File: src/hw/dcs_pkg.sv
// Package for the DMA channel status and attribute block.
// Assumes one 20 MHz clock and a plain register port with byte addresses.
package dcs_pkg;

  localparam int          DCS_CHANNELS      = 4;
  localparam logic [11:0] DCS_ATTR_OFF0     = 12'h324;
  localparam logic [11:0] DCS_ATTR_OFF1     = 12'h354;
  localparam logic [11:0] DCS_ATTR_OFF2     = 12'h384;
  localparam logic [11:0] DCS_ATTR_OFF3     = 12'h3b4;
  localparam logic [11:0] DCS_STAT_OFF0     = 12'h320;
  localparam logic [11:0] DCS_CHAN_STRIDE   = 12'h030;

  // Status/enable register layout
  localparam int DCS_STAT_DONE_POS    = 8;
  localparam int DCS_STAT_POS         = 8;
  localparam int DCS_EN_POS           = 0;
  localparam int DCS_FLAG_W           = 6;

  // Attribute register layout
  localparam int DCS_PORT_POS = 30;
  localparam int DCS_GBL_POS  = 27;
  localparam int DCS_CI_POS   = 26;
  localparam int DCS_RTT_POS  = 16;
  localparam int DCS_WTT_POS  = 8;

  localparam logic [1:0] DCS_PORT_RST = 2'h0;
  localparam logic [4:0] DCS_RTT_RST  = 5'h0a;
  localparam logic [4:0] DCS_WTT_RST  = 5'h02;
  localparam logic [5:0] DCS_FLAG_RST = 6'h00;

  typedef enum logic [1:0] {
    DCS_FETCH_PCI1 = 2'h0,
    DCS_FETCH_PCI2 = 2'h1,
    DCS_FETCH_PB   = 2'h2,
    DCS_FETCH_RSVD = 2'h3
  } dcs_fetch_port_t;

  // Flags ordered pci1, pci2, pb, stop, halt, done (bit 5 down to bit 0)
  typedef struct packed {
    logic pciPort1Error;
    logic pciPort2Error;
    logic procBusError;
    logic stopped;
    logic halted;
    logic done;
  } dcs_flags_t;

  typedef struct packed {
    logic [1:0] commandFetchPortSelect;
    logic       procBusGlobalLine;
    logic       procBusCacheInhibitLine;
    logic [4:0] readTransferTypeField;
    logic [4:0] writeTransferTypeField;
  } dcs_attr_t;

endpackage : dcs_pkg

File: src/hw/dcs_channel_status.sv
// Status, interrupt enable and processor-bus attribute logic for four DMA channels.
// Assumes the transfer engine pulses event inputs for one cycle and honours channelMayStart.
`timescale 1ns/1ps
`default_nettype none

// Notes on behaviour
// (RULE_01) Sticky processor-bus error flag, write-one clears
// (RULE_02) Sticky stopped flag, write-one clears
// (RULE_03) Sticky halted flag, write-one clears
// (RULE_04) Done sets on direct or linked completion
// (RULE_05) No new transfer while any flag set
// (RULE_06) Done reads zero until completion, resets zero
// (RULE_07) PCI port one error interrupt enable
// (RULE_08) PCI port two error interrupt enable
// (RULE_09) Processor-bus error interrupt enable
// (RULE_10) Stopped interrupt enable
// (RULE_11) Halted interrupt enable
// (RULE_12) Done interrupt enable
// (RULE_13) Per-channel attributes, only register writes load
// (RULE_14) Two-bit command packet fetch port select
// (RULE_15) Global line asserted when bit is zero
// (RULE_16) Cache-inhibit asserted when bit is zero
// (RULE_17) Read transfer type, reset 01010
// (RULE_18) Write transfer type, reset 00010
// (RULE_19) Field bit four drives line zero
// (RULE_20) Sticky PCI port error flags, write-one clears
// (RULE_21) Interrupt while flag and enable both set
module dcs_channel_status
  import dcs_pkg::*;
#(
  parameter bit DUAL_PCI = 1'b1
) (
  input  wire logic                               sys_clk,
  input  wire logic                               rst_n,
  input  wire logic [11:0]                        regAddr,
  input  wire logic [31:0]                        regWrData,
  input  wire logic                               regWrStrobe,
  input  wire logic                               regRdStrobe,
  output logic      [31:0]                        regRdData,
  input  wire logic [DCS_CHANNELS-1:0]            pciPort1ErrorEvent,
  input  wire logic [DCS_CHANNELS-1:0]            pciPort2ErrorEvent,
  input  wire logic [DCS_CHANNELS-1:0]            procBusErrorEvent,
  input  wire logic [DCS_CHANNELS-1:0]            stoppedEvent,
  input  wire logic [DCS_CHANNELS-1:0]            haltedEvent,
  input  wire logic [DCS_CHANNELS-1:0]            directDoneEvent,
  input  wire logic [DCS_CHANNELS-1:0]            linkedDoneEvent,
  input  wire logic [DCS_CHANNELS-1:0]            transferIsWrite,
  output logic      [DCS_CHANNELS-1:0]            channelMayStart,
  output logic      [DCS_CHANNELS-1:0]            channelIrq,
  output logic      [DCS_CHANNELS-1:0][1:0]       commandFetchPortSelect,
  output logic      [DCS_CHANNELS-1:0]            procBusGlobalLine_n,
  output logic      [DCS_CHANNELS-1:0]            procBusCacheInhibitLine_n,
  output logic      [DCS_CHANNELS-1:0][0:4]       procBusTransferTypeLines
);

  dcs_flags_t [DCS_CHANNELS-1:0] flags_q;
  dcs_flags_t [DCS_CHANNELS-1:0] enables_q;
  dcs_attr_t  [DCS_CHANNELS-1:0] attr_q;
  logic       [31:0]             regRdData_q;
  logic       [DCS_CHANNELS-1:0][5:0] flagClr;
  logic       [DCS_CHANNELS-1:0][5:0] flagSet;

  // Valid flag bits; port two is reserved on single-PCI parts
  localparam logic [5:0] FLAG_MASK = DUAL_PCI ? 6'h3f : 6'h2f;

  function automatic logic [11:0] statOffset(input int ch);
    statOffset = DCS_STAT_OFF0 + 12'(ch) * DCS_CHAN_STRIDE;
  endfunction : statOffset

  function automatic logic [11:0] attrOffset(input int ch);
    case (ch)
      0:       attrOffset = DCS_ATTR_OFF0;
      1:       attrOffset = DCS_ATTR_OFF1;
      2:       attrOffset = DCS_ATTR_OFF2;
      default: attrOffset = DCS_ATTR_OFF3;
    endcase
  endfunction : attrOffset

  // Write-one-clear mask and event set vector per channel
  always_comb begin
    for (int ch = 0; ch < DCS_CHANNELS; ch++) begin
      flagClr[ch] = (regWrStrobe && regAddr == statOffset(ch))
                    ? regWrData[DCS_STAT_POS +: DCS_FLAG_W] : 6'h00; // see (RULE_01) see (RULE_02) see (RULE_03)
      flagSet[ch] = {pciPort1ErrorEvent[ch], pciPort2ErrorEvent[ch], // see (RULE_20)
                     procBusErrorEvent[ch], stoppedEvent[ch], haltedEvent[ch],
                     directDoneEvent[ch] | linkedDoneEvent[ch]}; // see (RULE_04)
    end
  end

  // Sticky status flags; a new event in the clear cycle wins
  always_ff @(posedge sys_clk) begin
    for (int ch = 0; ch < DCS_CHANNELS; ch++) begin
      if (!rst_n) begin
        flags_q[ch] <= DCS_FLAG_RST; // see (RULE_06)
      end else begin
        flags_q[ch] <= ((flags_q[ch] & ~flagClr[ch]) | flagSet[ch]) & FLAG_MASK;
      end
    end
  end

  // Interrupt enables
  always_ff @(posedge sys_clk) begin
    for (int ch = 0; ch < DCS_CHANNELS; ch++) begin
      if (!rst_n) begin
        enables_q[ch] <= DCS_FLAG_RST;
      end else if (regWrStrobe && regAddr == statOffset(ch)) begin
        enables_q[ch] <= regWrData[DCS_EN_POS +: DCS_FLAG_W] & FLAG_MASK; // see (RULE_07) see (RULE_08) see (RULE_09)
      end
    end
  end

  // Attribute registers, loaded only by direct register writes
  always_ff @(posedge sys_clk) begin
    for (int ch = 0; ch < DCS_CHANNELS; ch++) begin
      if (!rst_n) begin
        attr_q[ch] <= '{DCS_PORT_RST, 1'b0, 1'b0, DCS_RTT_RST, DCS_WTT_RST}; // see (RULE_17) see (RULE_18)
      end else if (regWrStrobe && regAddr == attrOffset(ch)) begin // see (RULE_13)
        attr_q[ch].commandFetchPortSelect  <= regWrData[DCS_PORT_POS +: 2]; // see (RULE_14)
        attr_q[ch].procBusGlobalLine       <= regWrData[DCS_GBL_POS];
        attr_q[ch].procBusCacheInhibitLine <= regWrData[DCS_CI_POS];
        attr_q[ch].readTransferTypeField   <= regWrData[DCS_RTT_POS +: 5];
        attr_q[ch].writeTransferTypeField  <= regWrData[DCS_WTT_POS +: 5];
      end
    end
  end

  // Read data stands in the cycle after the strobe only
  always_ff @(posedge sys_clk) begin
    if (!rst_n) begin
      regRdData_q <= 32'h0000_0000;
    end else begin
      regRdData_q <= 32'h0000_0000;
      if (regRdStrobe) begin
        for (int ch = 0; ch < DCS_CHANNELS; ch++) begin
          if (regAddr == statOffset(ch)) begin
            regRdData_q <= 32'({flags_q[ch], 2'b00, enables_q[ch]});
          end
          if (regAddr == attrOffset(ch)) begin
            regRdData_q <= {attr_q[ch].commandFetchPortSelect, 2'b00,
                            attr_q[ch].procBusGlobalLine, attr_q[ch].procBusCacheInhibitLine,
                            5'h00, attr_q[ch].readTransferTypeField,
                            3'b000, attr_q[ch].writeTransferTypeField, 8'h00};
          end
        end
      end
    end
  end

  assign regRdData = regRdData_q;

  always_comb begin
    for (int ch = 0; ch < DCS_CHANNELS; ch++) begin
      channelMayStart[ch]           = (flags_q[ch] == DCS_FLAG_RST);    // see (RULE_05)
      channelIrq[ch]                = |(flags_q[ch] & enables_q[ch]);   // see (RULE_10) see (RULE_11) see (RULE_12) see (RULE_21)
      commandFetchPortSelect[ch]    = attr_q[ch].commandFetchPortSelect;
      procBusGlobalLine_n[ch]       = attr_q[ch].procBusGlobalLine;       // see (RULE_15)
      procBusCacheInhibitLine_n[ch] = attr_q[ch].procBusCacheInhibitLine; // see (RULE_16)
      // Packed [0:4] means field bit 4 lands on line 0
      procBusTransferTypeLines[ch]  = transferIsWrite[ch] ? attr_q[ch].writeTransferTypeField
                                                          : attr_q[ch].readTransferTypeField; // see (RULE_19)
    end
  end

endmodule : dcs_channel_status

`default_nettype wire

File: config.mk
export PLATFORM = sky130hd
export DESIGN_NAME = dcs_channel_status
export DESIGN_NICKNAME = d
export VERILOG_FILES = /design/src/hw/dcs_pkg.sv /design/src/hw/dcs_channel_status.sv
export SDC_FILE = /design/constraint.sdc
export NUM_CORES = 1
export LEC_CHECK = 0
export BUFFER_PORTS_ARGS = -buffer_cell sky130_fd_sc_hd__buf_2
export CAP_MARGIN = 20
export CORE_ASPECT_RATIO = 0.6
export CORE_UTILIZATION = 31
export CTS_CLUSTER_DIAMETER = 100
export CTS_CLUSTER_SIZE = 12
export DETAILED_ROUTE_END_ITERATION = 10
export SLEW_MARGIN = 0
export SYNTH_ARGS = -nofsm -noshare
export SYNTH_HDL_FRONTEND = slang
export SYNTH_SLANG_ARGS = --single-unit
File: constraint.sdc
create_clock -name sys_clk -period 2.3 [get_ports sys_clk]
set_input_delay 0.115 -clock sys_clk [delete_from_list [all_inputs] [get_ports sys_clk]]
set_output_delay 0.115 -clock sys_clk [all_outputs]
set_load 0.1 [all_outputs]
Yosys cells after proc, flatten, opt, wreduce, memory -nomap -nowiden
Cells that the tools add are included.
Cells by class
  equality and inequality tests: 12
  muxes and demuxes: 28
  bitwise logic cells: 22
  reductions and logical operators: 19
Operators with widths (number)
  $mux W32: 7
  $mux W12: 12
  $eq A12 B12 Y1: 8
  $and A6 B6 Y6: 8
  $eq A12 B10 Y1 const B: 4
  $logic_not A6 Y1: 4
  $mux W6: 4
  $not A6 Y6: 4
  $or A6 B6 Y6: 4
  $reduce_or A6 Y1: 4
  $mux W5: 4
  $mux W14: 1
  $reduce_or A9 Y1: 1
  $logic_and A1 B1 Y1: 8
  $or A1 B1 Y1: 4
  $reduce_or A3 Y1: 1
  $not A1 Y1: 2
  $reduce_and A2 Y1: 1
Word-level totals
  register bits after elaboration: 136
  input bits: 80
  output and inout bits: 76
  logic and storage cells: 152

Logic depth before layout (Yosys ltp)
Gate-level depths: netlist (run 1).
  word-level depth: 10
  mapped depth: 8
  depth with buffers taken out: 5

Least setup slack after synthesis (run 1)
OpenSTA, ideal clock, no wires.
  kind: flip-flop to output port
  start: reg flags_q[2] (netlist bit)
  end: out channelMayStart[0]
  data arrival time: 2.854 ns
  required time: 2.185 ns
  setup slack: -0.669 ns
  stages on the path, launching flop included: 3
  buffers on the path: 0
  cells stage by stage: dfxtp_1 > or4_1 > nor3_1
On the way
  cells in the longest elaborated chain, start to end: 1
Ends and longest elaborated chain
  start: declaration: line dcs_channel_status.sv:56  | dcs_flags_t [DCS_CHANNELS-1:0] flags_q;
  start signal: indexed assignment: line dcs_channel_status.sv:96  | flags_q[ch] <= ((flags_q[ch] & ~flagClr[ch]) | flagSet[ch]) & FLAG_MASK;
  $logic_not A6 Y1: line dcs_channel_status.sv:153  | channelMayStart[ch] = (flags_q[ch] == DCS_FLAG_RST);
  end: declaration: line dcs_channel_status.sv:48  | output logic [DCS_CHANNELS-1:0] channelMayStart,
Every way passes these cells.

Worst setup path after layout (run 1)
  start: reg flags_q[8] (netlist bit)
  end: out channelMayStart[1]
The elaborated chain is that of the path after synthesis.

==> out/metrics.csv, run 1 <==
stage;metric;value;unit
worst_setup_path;Crit Path Category;register to output pin;
floorplanning;# rows;38;
route;via count;5684;
sta;FMAX;489;MHz
synth;Synth cell types;44;
finish;Final nets;905;
floorplanning;Top Ports;156;
sta;Final min period;2040;ps
sta;RSZ-0062 raised after global routing;no;
worst_setup_path;worst reg2reg path depth;4;
power_and_ir_drop;leak pwr;3.18;nW
worst_setup_path;critical path's slowest cell;or4_1;
worst_setup_path;Max FO, Critical Path;4;
worst_setup_path;R2R setup slack;820;ps
sta;Final Cycle Share;0.889;
route;Initial DRC Count;633;
floorplanning;Starting Density;0.323;
global_route;global route overflow;0;
sta;Slew @ Worst Pin;671;ps
worst_setup_path;Setup crit end kind;output pin;
sta;Hold WS;8.53;ps
floorplanning;core box area;18400;sq um
power_and_ir_drop;Peak VDD IR;0.493;mV
clock_tree;H-Tree Depth;4;
worst_setup_path;CP arrival;1930;ps
route;drt first pass iters;5;
place;Placed Cells;1023;
route;vias per cell;5.27;
global_route;largest net degree at the start of global routing;112;
finish;Layout Utilization;0.412;
worst_setup_path;WP data required;2180;ps
global_route;number of global-route vias before repair;5210;
finish;share of cells above drive strength 1;0.263;
finish;Area Overhead vs Synth;27.8;%
sta;clock skew;10.1;ps
clock_tree;CTS tree;done;
synth;Most used DFF post-synth;dfxtp_1;
clock_tree;clock latency at the later pin of the worst-skew pair;410;ps
worst_setup_path;CP endpoint;channelMayStart[1];
synth;Post-synth EDFFs;0;
worst_setup_path;reg2reg end;regRdData[13];
global_route;antenna violations before repair;0;
clock_tree;CTS clk-pin slew, worst paths;60;ps
worst_setup_path;Worst Setup SP;flags_q[8];
global_route;first-pass GRT wire length;31.4;mm
route;aggregate routed wire length;21.1;mm
floorplanning;Die X;181;microns
clock_tree;Clk Tree Root Cell;clkbuf_16;
place;number of I/O port buffers;133;
synth;yosys warns;0;
clock_tree;clk sinks;125;
power_and_ir_drop;PD cells;719;nW/um^2
worst_setup_path;critical-path cell list;or4_1 -> nor3_2 -> buf_2;
synth;Mapped Cells;687;
synth;Syn Std Cell Area;5960;sq um
sta;final setup fails;0;
global_route;overall routing resource usage;0.215;
worst_setup_path;Worst setup SP type;register;
sta;Slew Limit Headroom;0.552;
status;outcome;completed;
worst_setup_path;Worst R2R Start;flags_q[5];
power_and_ir_drop;Overall Power;5.47;mW
floorplanning;die area;19800;sq um
synth;Post-synth ARST share;0;
route;DR DRC count;0;
place;GPL Wtd Cong;0.947;
sta;total negative slack;0;ps
clock_tree;CTS max path bufs;2;
clock_tree;number of post-CTS setup repair buffers;0;
sta;max-slew violation total from the final report;0;
synth;Yosys reg bits;125;
route;Final ANT Viol Nets;0;
clock_tree;CTS Buf Count;17;
floorplanning;Die Ht;109;microns
worst_setup_path;Crit path largest cell delay;560;ps
synth;register area share after synthesis;0.420;
worst_hold_path;Hold Crit Class;input pin to register;
synth;Syn Area/Cell;8.67;sq um
route;WL per Instance;19.6;microns
place;DPL Wire Length;15.9;mm
finish;final std cells w/o fill;1079;
sta;final hold viol count;0;
job;Max-cap violations;0;
clock_tree;cells resized by post-CTS repair;0;
synth_stat cells, drive strengths merged (6+ instances only):
| cell type | instances | area, sq um |
|---|---|---|
| dfxtp | 125 | 2500 |
| mux2i | 31 | 310 |
| and2 | 10 | 62.6 |
| clkbuf | 23 | 86.3 |
| a21oi | 27 | 135 |
| mux2 | 20 | 225 |
| o21ai | 40 | 200 |
| or4 | 6 | 48.8 |
| nor3 | 11 | 70.1 |
| a22oi | 42 | 315 |
| o21a | 31 | 233 |
| a21boi | 35 | 263 |
| nand3 | 42 | 210 |
| o22ai | 15 | 93.8 |
| nand2 | 116 | 435 |
| nor2 | 18 | 70.1 |
| buf | 44 | 302 |
| nor2b | 23 | 144 |
metrics by stage:
step                area (sq um)  setup slack (ps)
CTS                         7610               255
floorplan                   6010               173
global placement            6780               371
global route                7610               198
finish                      7610               256
detailed placement          6780               363
repair_timing:
action,4_1_cts,5_1_grt
hold endpoints to repair,31,0
setup endpoints to repair,0,0
hold buffers,23,0
where the power goes:
part           switching [mW]  leakage [nW]  internal, mW
combinational           0.354          1.88         0.159
sequential             0.0393          1.02          2.20
clock                    1.02         0.290          1.70
layout make-up:
| type | count | area (sq um) |
|---|---|---|
| inverter | 1 | 3.75 |
| clock buffer | 18 | 429 |
| tap | 240 | 300 |
| sequential | 125 | 2500 |
| fill | 1906 | 10800 |
| antenna | 1 | 2.50 |
| clock inverter | 14 | 169 |
| timing repair buffer | 176 | 1060 |
| multi-input combinational | 504 | 3140 |
flip-flops by register name, summed over array words and instances (netlist names):
| name | cells |
|---|---|
| flags_q | 24 |
| commandFetchPortSelect | 8 |
| attr_q | 40 |
| enables_q | 24 |
| regRdData | 21 |
| procBusCacheInhibitLine_n | 4 |
| procBusGlobalLine_n | 4 |
worst max-delay path: cells and delay by family (launching register included):
family	cells	cell delay (ps)
flip-flops	1	330
buffers and inverters	1	460
AND/OR/NAND/NOR	2	730
worst min-delay path by stage:
stage | from | to | slack [ps] | depth (start not counted)
after floorplan | pciPort2ErrorEvent[1] | flags_q[10] | 240 | 1
after CTS | linkedDoneEvent[3] | flags_q[18] | 1 | 3
after detailed placement | pciPort1ErrorEvent[1] | flags_q[11] | 340 | 2
after global routing | directDoneEvent[0] | flags_q[0] | 4 | 3
after global placement | pciPort2ErrorEvent[1] | flags_q[10] | 340 | 2
final | haltedEvent[3] | flags_q[19] | 9 | 3
cells in the final DEF (no fill, tap or decap), types with 4 or more instances in the layout:
cell and n:
a21boi_0 27, a21boi_1 8, a21oi_1 27, a22oi_1 42
and2_1 10, buf_2 133, buf_4 19, clkbuf_16 17
clkinv_2 4, clkinv_4 4, conb_1 11, dfxtp_1 125
dlygate4sd3_1 23, mux2_2 20, mux2i_1 31, nand2_1 116
nand3_1 42, nor2_1 17, nor2b_1 23, nor3_1 4
nor3_2 7, o21a_1 31, o21ai_0 26, o21ai_1 14
o22ai_1 15, or4_1 5
routing by layer:
metal  global-route usage  vias up  part of all wire
li1                     -     2709                 -
met1                0.341     2667              0.51
met2                0.274      292              0.37
met3               0.0613       16              0.12
met4               0.0406        0            0.0060
met5                    0        -                 0
cells by family after synthesis:
| group | count (synthesis) | share of synthesized area |
|---|---|---|
| mux | 51 | 0.0899 |
| other cells | 1 | 0.000630 |
| simple gates | 246 | 0.207 |
| flops | 125 | 0.420 |
| compound gates | 196 | 0.216 |
| buf+inv | 68 | 0.0658 |
Note: power is estimated with default switching activity, not from simulation.
==> run 2: changes to the inputs <==
--- a/config.mk
+++ b/config.mk
@@ -14,2 +14,3 @@
 export DETAILED_ROUTE_END_ITERATION = 10
+export GPL_TIMING_DRIVEN = 0
 export SLEW_MARGIN = 0
--- a/constraint.sdc
+++ b/constraint.sdc
@@ -3,2 +3,2 @@
 set_output_delay 0.115 -clock sys_clk [all_outputs]
-set_load 0.1 [all_outputs]
+set_load 0.01 [all_outputs]
==> run 2 against run 1 <==
Flip-flop and latch count is the same. Wire length grew 6.7%. Critical path type is now input pin to register. Setup slack lost 12 ps. Register-to-register slack lost 30 ps. Worst hold slack gained 4.1 ps. Power grew 1.0%. Die area is the same. Sequential power is essentially flat. Largest cell class unchanged.
==> out/metrics.csv, run 2 (synthesis results as in run 1) <==
stage;metric;value;unit;change
finish;Layout Utilization;0.431;;was 0.412
global_route;global route overflow;0;;unchanged
place;Placed Cells;1067;;was 1023
sta;total negative slack;0;ps;unchanged
global_route;antenna violations before repair;0;;unchanged
sta;FMAX;486;MHz;was 489 MHz
place;GPL Wtd Cong;0.938;;was 0.947
route;aggregate routed wire length;22.5;mm;was 21.1 mm
worst_setup_path;R2R setup slack;790;ps;was 820 ps
floorplanning;die area;19800;sq um;unchanged
power_and_ir_drop;Overall Power;5.53;mW;was 5.47 mW
sta;max-slew violation total from the final report;0;;unchanged
floorplanning;core box area;18400;sq um;unchanged
worst_setup_path;Setup crit end kind;register;;was output pin
clock_tree;cells resized by post-CTS repair;0;;unchanged
floorplanning;# rows;38;;unchanged
floorplanning;Die X;181;microns;unchanged
clock_tree;clk sinks;125;;unchanged
clock_tree;CTS Buf Count;17;;unchanged
clock_tree;clock latency at the later pin of the worst-skew pair;420;ps;was 410 ps
place;number of I/O port buffers;130;;was 133
worst_setup_path;Crit Path Category;input pin to register;;was register to output pin
clock_tree;CTS tree;done;;unchanged
power_and_ir_drop;PD cells;695;nW/um^2;was 719 nW/um^2
sta;clock skew;6.21;ps;was 10.1 ps
finish;ant diodes;0;;was 1
finish;most common cell after layout, fill and taps aside;buf_2;;unchanged
clock_tree;number of post-CTS setup repair buffers;0;;unchanged
finish;largest reg by FF count;attr_q;;unchanged
route;vias per cell;5.22;;was 5.27
floorplanning;Die Ht;109;microns;unchanged
sta;Final min period;2060;ps;was 2040 ps
global_route;number of global-route vias before repair;5491;;was 5210
finish;share of cells above drive strength 1;0.263;;about the same
clock_tree;Hold-fix buffers, CTS;38;;was 23
sta;final setup fails;0;;unchanged
finish;Area Overhead vs Synth;33.5;%;was 27.8%
sta;Final Cycle Share;0.894;;was 0.889
sta;RSZ-0062 raised after global routing;no;;unchanged
floorplanning;Starting Density;0.323;;unchanged
route;via count;5938;;was 5684
route;Final ANT Viol Nets;0;;unchanged
worst_hold_path;worst hold stages;3;;unchanged
worst_setup_path;Max FO, Critical Path;7;;was 4
finish;top flop regs;attr_q: 40 flops, enables_q: 24 flops, flags_q: 24 flops;;unchanged
route;drt first pass iters;5;;unchanged
sta;Slew Limit Headroom;0.422;;was 0.552
finish;final std cells w/o fill;1137;;was 1079
worst_setup_path;worst reg2reg path depth;4;;unchanged
worst_setup_path;Worst R2R Start;flags_q[5];;unchanged
worst_hold_path;Hold Crit Start;regWrData[1];;was haltedEvent[3]
job;Max-cap violations;0;;unchanged
route;DR DRC count;0;;unchanged
worst_setup_path;CP arrival;2380;ps;was 1930 ps
worst_hold_path;Hold Path End;enables_q[1];;was flags_q[19]
route;WL per Instance;19.8;microns;was 19.6 microns
floorplanning;Top Ports;156;;unchanged
global_route;first-pass GRT wire length;33.4;mm;was 31.4 mm
global_route;largest net degree at the start of global routing;17;;was 112
worst_setup_path;WP data required;2630;ps;was 2180 ps
sta;Slew @ Worst Pin;867;ps;was 671 ps
finish;max FFs per register;40;;unchanged
clock_tree;H-Tree Depth;4;;unchanged
sta;final hold viol count;0;;unchanged
worst_setup_path;reg2reg end;regRdData[13];;unchanged
power_and_ir_drop;Peak VDD IR;0.483;mV;was 0.493 mV
power_and_ir_drop;leak pwr;3.37;nW;was 3.18 nW
status;outcome;completed;;unchanged
route;Initial DRC Count;599;;was 633
clock_tree;CTS clk-pin slew, worst paths;70;ps;was 60 ps
finish;Final nets;964;;was 905
global_route;overall routing resource usage;0.232;;was 0.215
place;DPL Wire Length;17.3;mm;was 15.9 mm
clock_tree;Clk Tree Root Cell;clkbuf_16;;unchanged
worst_hold_path;Hold Crit Class;input pin to register;;unchanged
finish;most frequent cells in the layout;143 x buf_2, 125 x dfxtp_1, 116 x nand2_1;;was 133 x buf_2, 125 x dfxtp_1, 116 x nand2_1
worst_setup_path;Worst setup SP type;input pin;;was register
clock_tree;CTS max path bufs;2;;unchanged
run 2: area by class of cell:
class	count	area, sq um
buffer	67	388
timing repair buffer	168	1030
inverter	1	3.75
tap	240	300
sequential	125	2500
clock buffer	20	467
fill	1854	10500
clock inverter	12	159
multi-input combinational	504	3100
run 2: worst max-delay path by stage:
stage	start	endpoint	slack, ps	depth (start not counted)
6_report	regAddr[11]	regRdData[26]	240	6
3_3_place_gp	regAddr[11]	regRdData[27]	-190	6
5_1_grt	regAddr[11]	regRdData[26]	160	6
3_5_place_dp	regAddr[11]	regRdData[26]	-150	6
4_1_cts	regAddr[11]	regRdData[26]	280	6
2_1_floorplan	regAddr[10]	attr_q[43]	610	8
run 2: metal layers:
layer  share of wire  vias to the layer above  track usage
met5               0                        -            0
met4           0.011                        0       0.0617
met3            0.11                       25       0.0702
met2            0.37                      284        0.294
met1            0.51                     2809        0.363
li1                -                     2820            -
run 2: worst max-delay path, stage by stage:
cell	delay, ps
buf_2	100
nor4bb_1	590
nand3_1	450
a21oi_1	240
o2111ai_1	460
o22ai_1	410
run 2: power breakdown:
group	internal (mW)	total, mW	switching [mW]
registers	2.20	2.24	0.0405
clock network	1.80	2.86	1.06
logic	0.182	0.431	0.249
run 2: per-stage QoR:
| stage | cell area [sq um] | hold WS, ps | setup WS, ps |
|---|---|---|---|
| 4_1_cts | 7950 | 0.378 | 281 |
| 5_1_grt | 7950 | 17.0 | 163 |
| 3_5_place_dp | 6940 | 329 | -146 |
| 3_3_place_gp | 6940 | 334 | -185 |
| 6_report | 7950 | 12.6 | 244 |
| 2_1_floorplan | 5990 | 239 | 606 |
